[config.mk]
export PLATFORM = sky130hd
export DESIGN_NAME = ssm_sync_master_tx
export DESIGN_NICKNAME = d
export VERILOG_FILES = /design/src/ssm_pkg.sv /design/src/ssm_baud_gen.sv /design/src/ssm_tx_shift.sv /design/src/ssm_sync_master_tx.sv
export SDC_FILE = /design/constraint.sdc
export NUM_CORES = 1
export LEC_CHECK = 0
export ABC_CLOCK_PERIOD_IN_PS = 2200
export BUFFER_PORTS_ARGS = -buffer_cell sky130_fd_sc_hd__buf_2
export CAP_MARGIN = 20
export CORE_ASPECT_RATIO = 1.4
export CORE_UTILIZATION = 40
export CTS_BUF_LIST = sky130_fd_sc_hd__clkbuf_4 sky130_fd_sc_hd__clkbuf_8 sky130_fd_sc_hd__clkbuf_16
export CTS_CLUSTER_SIZE = 12
export DETAILED_ROUTE_END_ITERATION = 12
export HOLD_SLACK_MARGIN = 0.1
export SLEW_MARGIN = 20
export SYNTH_ARGS = -nofsm -noshare
export SYNTH_HDL_FRONTEND = slang
export SYNTH_SLANG_ARGS = --single-unit
[constraint.sdc]
create_clock -name CLK_IN -period 2.2 [get_ports CLK_IN]
set_input_delay 0.11 -clock CLK_IN [delete_from_list [all_inputs] [get_ports CLK_IN]]
set_output_delay 0.11 -clock CLK_IN [all_outputs]
set_load 0.03 [all_outputs]
[src/ssm_pkg.sv]
// Package of register map, field positions and timing constants for the sync serial master
package ssm_pkg;

  // ************************************************************
  // Register byte offsets
  // ************************************************************
  localparam logic [7:0] ADDR_TX_CTRL   = 8'h00;
  localparam logic [7:0] ADDR_RX_CTRL   = 8'h04;
  localparam logic [7:0] ADDR_BAUD_DIV  = 8'h08;
  localparam logic [7:0] ADDR_TX_HOLD   = 8'h0c;
  localparam logic [7:0] ADDR_STATUS    = 8'h10;

  // ************************************************************
  // Transmit control fields
  // ************************************************************
  localparam int TXC_CLOCK_SOURCE_MASTER = 7;
  localparam int TXC_NINE_BIT_SELECT     = 6;
  localparam int TXC_TRANSMIT_ENABLE     = 5;
  localparam int TXC_CLOCKED_MODE        = 4;
  localparam int TXC_HIGH_SPEED_BAUD     = 2;
  localparam int TXC_SHIFT_EMPTY         = 1;
  localparam int TXC_NINTH_BIT           = 0;
  localparam logic [7:0] TXC_WRITE_MASK  = 8'hf5;
  localparam logic [7:0] TXC_RESET       = 8'h00;

  // ************************************************************
  // Receive control fields
  // ************************************************************
  localparam int RXC_SERIAL_PORT_ENABLE  = 7;
  localparam int RXC_SINGLE_RECEIVE      = 5;
  localparam int RXC_CONTINUOUS_RECEIVE  = 4;
  localparam logic [7:0] RXC_WRITE_MASK  = 8'hb0;
  localparam logic [7:0] RXC_RESET       = 8'h00;

  // ************************************************************
  // Status fields
  // ************************************************************
  localparam int STS_HOLD_FULL  = 0;
  localparam int STS_BUSY       = 1;
  localparam int STS_MASTER_TX  = 2;

  // ************************************************************
  // Data widths and timing
  // ************************************************************
  localparam int          DATA_BITS       = 8;
  localparam int          DIV_WIDTH       = 8;
  localparam logic [7:0]  DIV_RESET       = 8'h00;
  localparam int          PHASES_PER_BAUD = 4;
  localparam int          CLK_FREQ_MHZ    = 200;
  localparam logic        SHIFT_CLK_IDLE  = 1'b0;

  typedef enum logic [1:0] {
    SSM_IDLE,
    SSM_LEAD,
    SSM_TRAIL
  } ssm_state_t;

endpackage : ssm_pkg

[src/ssm_baud_gen.sv]
// Baud tick generator: one tick per half shift clock
`timescale 1ns/1ps
module ssm_baud_gen #(
  parameter int DIV_W = 8
) (
  // Clock and reset
  input  wire logic             clk_in,
  input  wire logic             rst_in,
  // Control
  input  wire logic             run_in,
  input  wire logic [DIV_W-1:0] divisor_in,
  // Tick
  output logic                  tick_out
);

  // Half shift period is two oscillator quarters of (n+1), so 2(n+1) clocks
  logic [DIV_W+1:0] count;
  logic [DIV_W+1:0] limit;

  assign limit = {1'b0, divisor_in, 1'b1};

  always_ff @(posedge clk_in) begin
    if (rst_in || !run_in) begin
      count    <= '0;
      tick_out <= 1'b0;
    end else if (count >= limit) begin
      count    <= '0;
      tick_out <= 1'b1;
    end else begin
      count    <= count + 1'b1;
      tick_out <= 1'b0;
    end
  end

endmodule : ssm_baud_gen

[src/ssm_tx_shift.sv]
// Transmit shift register with bit counter, hidden from software
`timescale 1ns/1ps
module ssm_tx_shift #(
  parameter int WIDTH = 9
) (
  // Clock and reset
  input  wire logic             clk_in,
  input  wire logic             rst_in,
  // Load
  input  wire logic             load_in,
  input  wire logic [WIDTH-1:0] data_in,
  input  wire logic [3:0]       nbits_in,
  // Shift
  input  wire logic             shift_in,
  // State
  output logic                  bit_out,
  output logic                  busy_out,
  output logic                  last_out
);

  logic [WIDTH-1:0] shreg;
  logic [3:0]       left;

  assign busy_out = (left != 4'h0);
  assign last_out = (left == 4'h1);

  always_ff @(posedge clk_in) begin
    if (rst_in) begin
      shreg   <= '0;
      left    <= 4'h0;
      bit_out <= 1'b0;
    end else if (load_in) begin
      shreg   <= data_in >> 1;
      bit_out <= data_in[0];
      left    <= nbits_in;
    end else if (shift_in && busy_out) begin
      shreg   <= shreg >> 1;
      bit_out <= shreg[0];
      left    <= left - 4'h1;
    end
  end

endmodule : ssm_tx_shift

[src/ssm_sync_master_tx.sv]
// Top of the synchronous master transmit path with APB register slave
//
// Notes on behaviour
// - Clocked mode bit set selects synchronous operation instead of async framing.
// - Clocked mode plus clock source master makes the unit generate shift clock.
// - Master transmits only while both receive enables are clear.
// - Nothing runs unless the serial port enable bit is set.
// - Data line never driven while configured to receive; half duplex.
// - Only data bits are sent, no start or stop bits.
// - Master drives the shift clock onto the clock pin.
// - Clock pin driver enabled whenever synchronous master transmit or receive.
// - Data changes on leading clock edge, valid at trailing edge.
// - Exactly one shift clock cycle per data bit.
// - In master transmit, drive data pin and enable both pin drivers.
// - Writing the transmit holding register starts a transmission.
// - New character waits in holding register while shift register busy.
// - First character or empty shift register loads holding register at once.
// - Shifting starts right after the load into the shift register.
// - Each bit stable on data pin from one leading edge to the next.
// - Shift register is not visible to software.
// - Shift clock equals oscillator over four times divisor plus one.
// - Transmit enable bit places the unit in transmit mode.
//
// Chosen here: register access over APB and the address map.
`timescale 1ns/1ps
module ssm_sync_master_tx #(
  parameter int DIV_W = ssm_pkg::DIV_WIDTH
) (
  // Clock and reset
  input  wire logic        CLK_IN,
  input  wire logic        SYS_RST_IN,
  // APB slave
  input  wire logic        PSEL_IN,
  input  wire logic        PENABLE_IN,
  input  wire logic        PWRITE_IN,
  input  wire logic [7:0]  PADDR_IN,
  input  wire logic [31:0] PWDATA_IN,
  output logic      [31:0] PRDATA_OUT,
  output logic             PREADY_OUT,
  output logic             PSLVERR_OUT,
  // Clock pin
  input  wire logic        CLOCK_PIN_IN,
  output logic             CLOCK_PIN_OUT,
  output logic             CLOCK_PIN_OE_OUT,
  // Data pin
  input  wire logic        DATA_PIN_IN,
  output logic             DATA_PIN_OUT,
  output logic             DATA_PIN_OE_OUT
);

  // ************************************************************
  // Registers
  // ************************************************************
  logic [7:0]       transmit_control_reg;
  logic [7:0]       receive_control_reg;
  logic [DIV_W-1:0] baud_divisor;
  logic [8:0]       transmit_holding_reg;
  logic             hold_full;

  logic apb_write;
  logic apb_read;
  logic addr_ok;
  logic wr_tx_ctrl;
  logic wr_rx_ctrl;
  logic wr_baud;
  logic wr_hold;

  assign apb_write   = PSEL_IN && PENABLE_IN && PWRITE_IN;
  // Read data fetched in setup, so it stands through the access phase
  assign apb_read    = PSEL_IN && !PENABLE_IN && !PWRITE_IN;
  assign PREADY_OUT  = 1'b1;
  assign addr_ok     = (PADDR_IN == ssm_pkg::ADDR_TX_CTRL) ||
                       (PADDR_IN == ssm_pkg::ADDR_RX_CTRL) ||
                       (PADDR_IN == ssm_pkg::ADDR_BAUD_DIV) ||
                       (PADDR_IN == ssm_pkg::ADDR_TX_HOLD) ||
                       (PADDR_IN == ssm_pkg::ADDR_STATUS);
  assign PSLVERR_OUT = PSEL_IN && PENABLE_IN && !addr_ok;

  // ************************************************************
  // Write strobes
  // ************************************************************
  assign wr_tx_ctrl = apb_write && (PADDR_IN == ssm_pkg::ADDR_TX_CTRL);
  assign wr_rx_ctrl = apb_write && (PADDR_IN == ssm_pkg::ADDR_RX_CTRL);
  assign wr_baud    = apb_write && (PADDR_IN == ssm_pkg::ADDR_BAUD_DIV);
  assign wr_hold    = apb_write && (PADDR_IN == ssm_pkg::ADDR_TX_HOLD);

  // ************************************************************
  // Mode decode
  // ************************************************************
  logic port_on;
  logic clocked_mode;
  logic master;
  logic rx_req;
  logic master_tx;
  logic nine_bit;

  assign port_on      = receive_control_reg[ssm_pkg::RXC_SERIAL_PORT_ENABLE];
  assign clocked_mode = transmit_control_reg[ssm_pkg::TXC_CLOCKED_MODE];
  assign master       = port_on && clocked_mode &&
                        transmit_control_reg[ssm_pkg::TXC_CLOCK_SOURCE_MASTER];
  assign rx_req       = receive_control_reg[ssm_pkg::RXC_SINGLE_RECEIVE] ||
                        receive_control_reg[ssm_pkg::RXC_CONTINUOUS_RECEIVE];
  assign master_tx    = master && !rx_req &&
                        transmit_control_reg[ssm_pkg::TXC_TRANSMIT_ENABLE];
  assign nine_bit     = transmit_control_reg[ssm_pkg::TXC_NINE_BIT_SELECT];

  // ************************************************************
  // Pins synchronised (sampled only for future receive use)
  // ************************************************************
  logic [1:0] clk_pin_sync;
  logic [1:0] dat_pin_sync;

  // Two flops before any logic may read a pin
  always_ff @(posedge CLK_IN) begin
    if (SYS_RST_IN) begin
      clk_pin_sync <= 2'b00;
    end else begin
      clk_pin_sync <= {clk_pin_sync[0], CLOCK_PIN_IN};
    end
  end

  always_ff @(posedge CLK_IN) begin
    if (SYS_RST_IN) begin
      dat_pin_sync <= 2'b00;
    end else begin
      dat_pin_sync <= {dat_pin_sync[0], DATA_PIN_IN};
    end
  end

  // ************************************************************
  // Shift engine
  // ************************************************************
  ssm_pkg::ssm_state_t state;
  ssm_pkg::ssm_state_t next_state;
  logic tick;
  logic load;
  logic shift;
  logic sh_busy;
  logic sh_last;
  logic sh_bit;
  logic [3:0] nbits;
  logic flush;
  logic baud_run;

  assign nbits = nine_bit ? 4'(ssm_pkg::DATA_BITS + 1) : 4'(ssm_pkg::DATA_BITS);
  // load only when shift register is empty and not clocking
  assign load  = master_tx && hold_full && (state == ssm_pkg::SSM_IDLE) && !sh_busy;
  // Advance to the next bit on each leading edge after the first
  assign shift = tick && (state == ssm_pkg::SSM_TRAIL);
  // Baud counter runs only while a character is on the line
  assign baud_run = (state != ssm_pkg::SSM_IDLE);
  // Mode dropped mid-character: empty the shift register so later loads are not blocked
  assign flush = baud_run && !master_tx;

  ssm_baud_gen #(
    .DIV_W (DIV_W)
  ) u_baud (
    .clk_in     (CLK_IN),
    .rst_in     (SYS_RST_IN),
    .run_in     (baud_run),
    .divisor_in (baud_divisor),
    .tick_out   (tick)
  );

  ssm_tx_shift #(
    .WIDTH (9)
  ) u_shift (
    .clk_in   (CLK_IN),
    .rst_in   (SYS_RST_IN || flush),
    .load_in  (load),
    .data_in  (transmit_holding_reg),
    .nbits_in (nbits),
    .shift_in (shift),
    .bit_out  (sh_bit),
    .busy_out (sh_busy),
    .last_out (sh_last)
  );

  // ************************************************************
  // Bit sequencer
  // ************************************************************

  always_comb begin
    next_state = state;
    unique case (state)
      ssm_pkg::SSM_IDLE: begin
        if (load) begin
          next_state = ssm_pkg::SSM_LEAD;
        end
      end
      // Clock low half; data settles
      ssm_pkg::SSM_LEAD: begin
        if (!master_tx) begin
          next_state = ssm_pkg::SSM_IDLE;
        end else if (tick) begin
          next_state = ssm_pkg::SSM_TRAIL;
        end
      end
      // Clock high half; slave samples
      ssm_pkg::SSM_TRAIL: begin
        if (!master_tx) begin
          next_state = ssm_pkg::SSM_IDLE;
        end else if (tick) begin
          next_state = sh_last ? ssm_pkg::SSM_IDLE : ssm_pkg::SSM_LEAD;
        end
      end
    endcase
  end

  always_ff @(posedge CLK_IN) begin
    if (SYS_RST_IN) begin
      state <= ssm_pkg::SSM_IDLE;
    end else begin
      state <= next_state;
    end
  end

  // ************************************************************
  // Pin drive
  // ************************************************************
  // Shift clock high only in the trailing half of a bit
  always_ff @(posedge CLK_IN) begin
    if (SYS_RST_IN) begin
      CLOCK_PIN_OUT <= ssm_pkg::SHIFT_CLK_IDLE;
    end else begin
      CLOCK_PIN_OUT <= (next_state == ssm_pkg::SSM_TRAIL) ^ ssm_pkg::SHIFT_CLK_IDLE;
    end
  end

  // Clock driver on in any master mode
  always_ff @(posedge CLK_IN) begin
    if (SYS_RST_IN) begin
      CLOCK_PIN_OE_OUT <= 1'b0;
    end else begin
      CLOCK_PIN_OE_OUT <= master;
    end
  end

  // Data bit follows the shift register one clock later
  always_ff @(posedge CLK_IN) begin
    if (SYS_RST_IN) begin
      DATA_PIN_OUT <= 1'b0;
    end else begin
      DATA_PIN_OUT <= sh_bit;
    end
  end

  // Data driver on only in master transmit
  always_ff @(posedge CLK_IN) begin
    if (SYS_RST_IN) begin
      DATA_PIN_OE_OUT <= 1'b0;
    end else begin
      DATA_PIN_OE_OUT <= master_tx;
    end
  end

  // ************************************************************
  // Register writes
  // ************************************************************
  // Read-only shift-empty bit is masked off
  always_ff @(posedge CLK_IN) begin
    if (SYS_RST_IN) begin
      transmit_control_reg <= ssm_pkg::TXC_RESET;
    end else if (wr_tx_ctrl) begin
      transmit_control_reg <= PWDATA_IN[7:0] & ssm_pkg::TXC_WRITE_MASK;
    end
  end

  always_ff @(posedge CLK_IN) begin
    if (SYS_RST_IN) begin
      receive_control_reg <= ssm_pkg::RXC_RESET;
    end else if (wr_rx_ctrl) begin
      receive_control_reg <= PWDATA_IN[7:0] & ssm_pkg::RXC_WRITE_MASK;
    end
  end

  always_ff @(posedge CLK_IN) begin
    if (SYS_RST_IN) begin
      baud_divisor <= ssm_pkg::DIV_RESET;
    end else if (wr_baud) begin
      baud_divisor <= PWDATA_IN[DIV_W-1:0];
    end
  end

  // Ninth bit is taken from control at write time
  always_ff @(posedge CLK_IN) begin
    if (SYS_RST_IN) begin
      transmit_holding_reg <= 9'h000;
    end else if (wr_hold) begin
      transmit_holding_reg <= {transmit_control_reg[ssm_pkg::TXC_NINTH_BIT],
                               PWDATA_IN[7:0]};
    end
  end

  // A write in the load cycle keeps the flag set
  always_ff @(posedge CLK_IN) begin
    if (SYS_RST_IN) begin
      hold_full <= 1'b0;
    end else if (wr_hold) begin
      hold_full <= 1'b1;
    end else if (load) begin
      hold_full <= 1'b0;
    end
  end

  // ************************************************************
  // Register reads
  // ************************************************************
  logic [7:0]  txc_view;
  logic [31:0] next_prdata;

  always_comb begin
    txc_view = transmit_control_reg;
    txc_view[ssm_pkg::TXC_SHIFT_EMPTY] = !sh_busy && (state == ssm_pkg::SSM_IDLE);
  end

  // Last read data stays outside a read setup
  always_comb begin
    next_prdata = PRDATA_OUT;
    if (apb_read) begin
      unique case (PADDR_IN)
        ssm_pkg::ADDR_TX_CTRL:  next_prdata = {24'h00_0000, txc_view};
        ssm_pkg::ADDR_RX_CTRL:  next_prdata = {24'h00_0000, receive_control_reg};
        ssm_pkg::ADDR_BAUD_DIV: next_prdata = {{(32-DIV_W){1'b0}}, baud_divisor};
        // Holding register reads zero; shift register has no address
        ssm_pkg::ADDR_TX_HOLD:  next_prdata = 32'h0000_0000;
        ssm_pkg::ADDR_STATUS:   next_prdata = {29'h0000_0000, master_tx,
                                               (state != ssm_pkg::SSM_IDLE), hold_full};
        default:                next_prdata = 32'h0000_0000;
      endcase
    end
  end

  always_ff @(posedge CLK_IN) begin
    if (SYS_RST_IN) begin
      PRDATA_OUT <= 32'h0000_0000;
    end else begin
      PRDATA_OUT <= next_prdata;
    end
  end

endmodule : ssm_sync_master_tx

==> impl_metrics.csv <==
group,metric,value,unit
grt,grt_pass1_vias,2434,
floorplanning,die_h,108.5,µm
setup_path,cp_slowest_cell,"or4b_2",
grt,grt_max_degree,44,
detailed_routing,wl,7047,µm
cts,hold_buffers,12,
setup_path,cp_num_buf_inv,1,
cts,cts_setup_buffers,0,
grt,grt-ovfl-total,0,
cells_and_area,diodes,0,
cts,post_cts_resized,0,
cts,clk_latency,0.34,ns
cts,cts_buffers,9,
synth,synth_area_leaders,"dfxtp_1 40%, mux2i_1 9.9%, buf_4 5.8%",
timing,layout_min_cycle_time,2.019,ns
grt,antenna_found_initial,0,
timing,clock_skew,0.01018,ns
setup_path,crit_path_end_kind,"flop",
setup_path,cp_max_fo,10,
synth,synthCells,363,
synth,yosysMostFrequentCell,"dfxtp_1",
placement,portBuffers,33,
setup_path,worstSetupPathType,"reg -> reg",
detailed_routing,drtAntennaViolNets,0,
setup_path,path_cells,"inv_1 -> ha_1 -> a21oi_1 -> nor2b_1 -> or4b_2 -> nor3_1",
cts,clkTransAtPathRegs,0.07,ns
run_status,status,"completed",
timing,fin_setup_tns,0,ns
cells_and_area,nNetsFinal,471,
cts,clockBufferDepth,2,
setup_path,crit_family,"simple AND/OR/NAND/NOR gates",
pwr,vdd_drop_max,0.4185,mV
cts,root_buffer,"clkbuf_8",
floorplanning,core_area,0.007797,mm²
synth,syn_area,0.003238,mm²
synth,synth_sequential_area_ratio,0.4019,
placement,post-dp-hpwl,5129,µm
synth,ys_ff_latch,65,
floorplanning,rows,38,
timing,min_period_over_period,0.9179,
flow_run,drv_cap,0,
pwr,powerDensity,642.0,mW/mm²
timing,maxSlewViolCount,0,
detailed_routing,post_drt_wl_per_cell,13.71,µm
worst_hold_path,hp-class,"in -> reg",
timing,relSlewSlack,0.5993,
cells_and_area,largest_reg_flops,10,
synth,ys_types,50,
synth,synth_common_cells,"65 x dfxtp_1, 44 x nor2_1, 32 x mux2i_1, 25 x buf_4, 22 x a21oi_1",
synth,yosysTopAreaCell,"dfxtp_1",
floorplanning,boundaryPins,85,
floorplanning,dieArea,0.008464,mm²
synth,synth-edff-count,0,
detailed_routing,vias,2571,
synth,synthFlopType,"dfxtp_1",
synth,yosysTopAreaCellShare,0.4019,
detailed_routing,drc,0,
setup_path,crit_arrival,2.28,ns
grt,grt_usage,0.1786,
cts,cts_tree,"done",
synth,syn_avg_cell_area,8.920,µm²
timing,setup_viol_count_final,0,
floorplanning,start_util,0.4153,
timing,hold_viol_final,0,
timing,fmax,495.2,MHz
synth,synthArstFlopShare,0,
cts,cts_sinks,65,
setup_path,cp.required,2.46,ns
cells_and_area,drive_gt1_frac,0.1594,
setup_path,worst_setup_path_start_kind,"flop",
cells_and_area,syn_to_final_growth,16.27,%
timing,whs,0.1312,ns
cts,h-tree-depth,3,
detailed_routing,drt_iter0_markers,154,
pwr,p_leak,0.001699,µW
timing,worst_pin_slew,0.5927,ns
floorplanning,chipWidth,78.04,µm
setup_path,slowest_delay,0.76,ns
timing,rsz0062_at_grt,"no",
placement,gp_congestion,0.7981,
grt,grt_pass1_wl,11630,µm
detailed_routing,first_pass_iters,4,
detailed_routing,avgViaCountPerCell,5.002,
synth,ys_warn_count,0,
==> cells in the final DEF (no fill, tap or decap), types with 3 or more instances in the layout <==
| cell type | netlist | routed |
|---|---|---|
| a211oi_1 | 3 | 3 |
| a21oi_1 | 22 | 22 |
| a22oi_1 | 6 | 6 |
| a32oi_1 | 4 | 4 |
| and2_1 | 4 | 4 |
| and3_1 | 3 | 3 |
| buf_2 | 4 | 33 |
| buf_4 | 25 | 12 |
| clkbuf_8 | 0 | 12 |
| conb_1 | 2 | 25 |
| dfxtp_1 | 65 | 65 |
| dlygate4sd3_1 | 0 | 12 |
| ha_1 | 15 | 15 |
| inv_1 | 15 | 15 |
| mux2i_1 | 32 | 32 |
| nand2_1 | 14 | 14 |
| nand3_1 | 16 | 16 |
| nand4_1 | 9 | 9 |
| nor2_1 | 44 | 44 |
| nor2b_1 | 4 | 4 |
| nor3_1 | 12 | 12 |
| o21ai_0 | 5 | 5 |
| o2bb2ai_1 | 3 | 3 |
| xor2_1 | 9 | 9 |
==> final timing paths <==
path	start	end	slack [ns]	cells after the start
max	baud_divisor[6]	u_baud.count[4]	0.18	6
max reg2reg	baud_divisor[6]	u_baud.count[4]	0.18	6
min	SYS_RST_IN	u_baud.tick_out	0.13	3
min reg2reg	PRDATA_OUT[6]	PRDATA_OUT[6]	0.45	2
==> layout make-up <==
| cell class | instances | area, µm² |
|---|---|---|
| Inverter | 15 | 56.30 |
| Sequential cell | 65 | 1301 |
| Clock buffer | 14 | 180.2 |
| Tap cell | 100 | 125.1 |
| Clock inverter | 2 | 35.03 |
| Timing Repair Buffer | 57 | 375.4 |
| Fill cell | 784 | 4033 |
| Multi-Input combinational cell | 261 | 1692 |
==> power by group <==
part / internal (µW) / switching (µW) / total, µW / leakage, µW
Sequential: 1180 / 0.151 / 1180 / 0.000523
Clock: 641 / 447 / 1090 / 0.000114
Combinational: 40.7 / 112 / 153 / 0.00106
Total: 1860 / 559 / 2420 / 0.00170
==> metrics by stage <==
step,instance area [µm²],worst slack [ns],util,cells,power (µW)
floorplan,3324,0.2204,-,386,1335
global placement,3430,0.2055,0.4398,486,1342
detailed placement,3430,0.1706,0.4398,486,1342
CTS,3765,0.1500,0.4828,514,2436
global route,3765,0.05317,0.4828,514,2492
finish,3765,0.1807,0.4828,514,2417
==> routing by layer <==
metal | vias up | share of wire | track usage
li1 | 1314 | - | -
met1 | 1213 | 0.42 | 0.1973
met2 | 38 | 0.54 | 0.3296
met3 | 6 | 0.024 | 0.04051
met4 | 0 | 0.011 | 0.06614
met5 | - | 0 | 0
==> logic make-up (layout without fill, tap and decap cells) <==
family | after synthesis | after routing | synth area share
AO/OA/AOI/OAI | 56 | 56 | 0.1159
XOR/XNOR | 11 | 11 | 0.02976
adder cells (fa/ha/maj) | 15 | 15 | 0.05796
buffers and inverters | 60 | 88 | 0.1024
flip-flops | 65 | 65 | 0.4019
multiplexers | 32 | 32 | 0.09892
other | 2 | 25 | 0.002319
AND/OR/NAND/NOR | 122 | 122 | 0.1909
==> worst reg2reg max path: cells and delay by family, from the launching register on <==
kind	cells	cell delay, ns
DFF	1	0.35
and+or+nand+nor	3	1.06
AOI/OAI and AO/OA	1	0.16
buffers and inverters	1	0.06
adders and majority gates	1	0.30
Power figures use the tool's default switching activity.
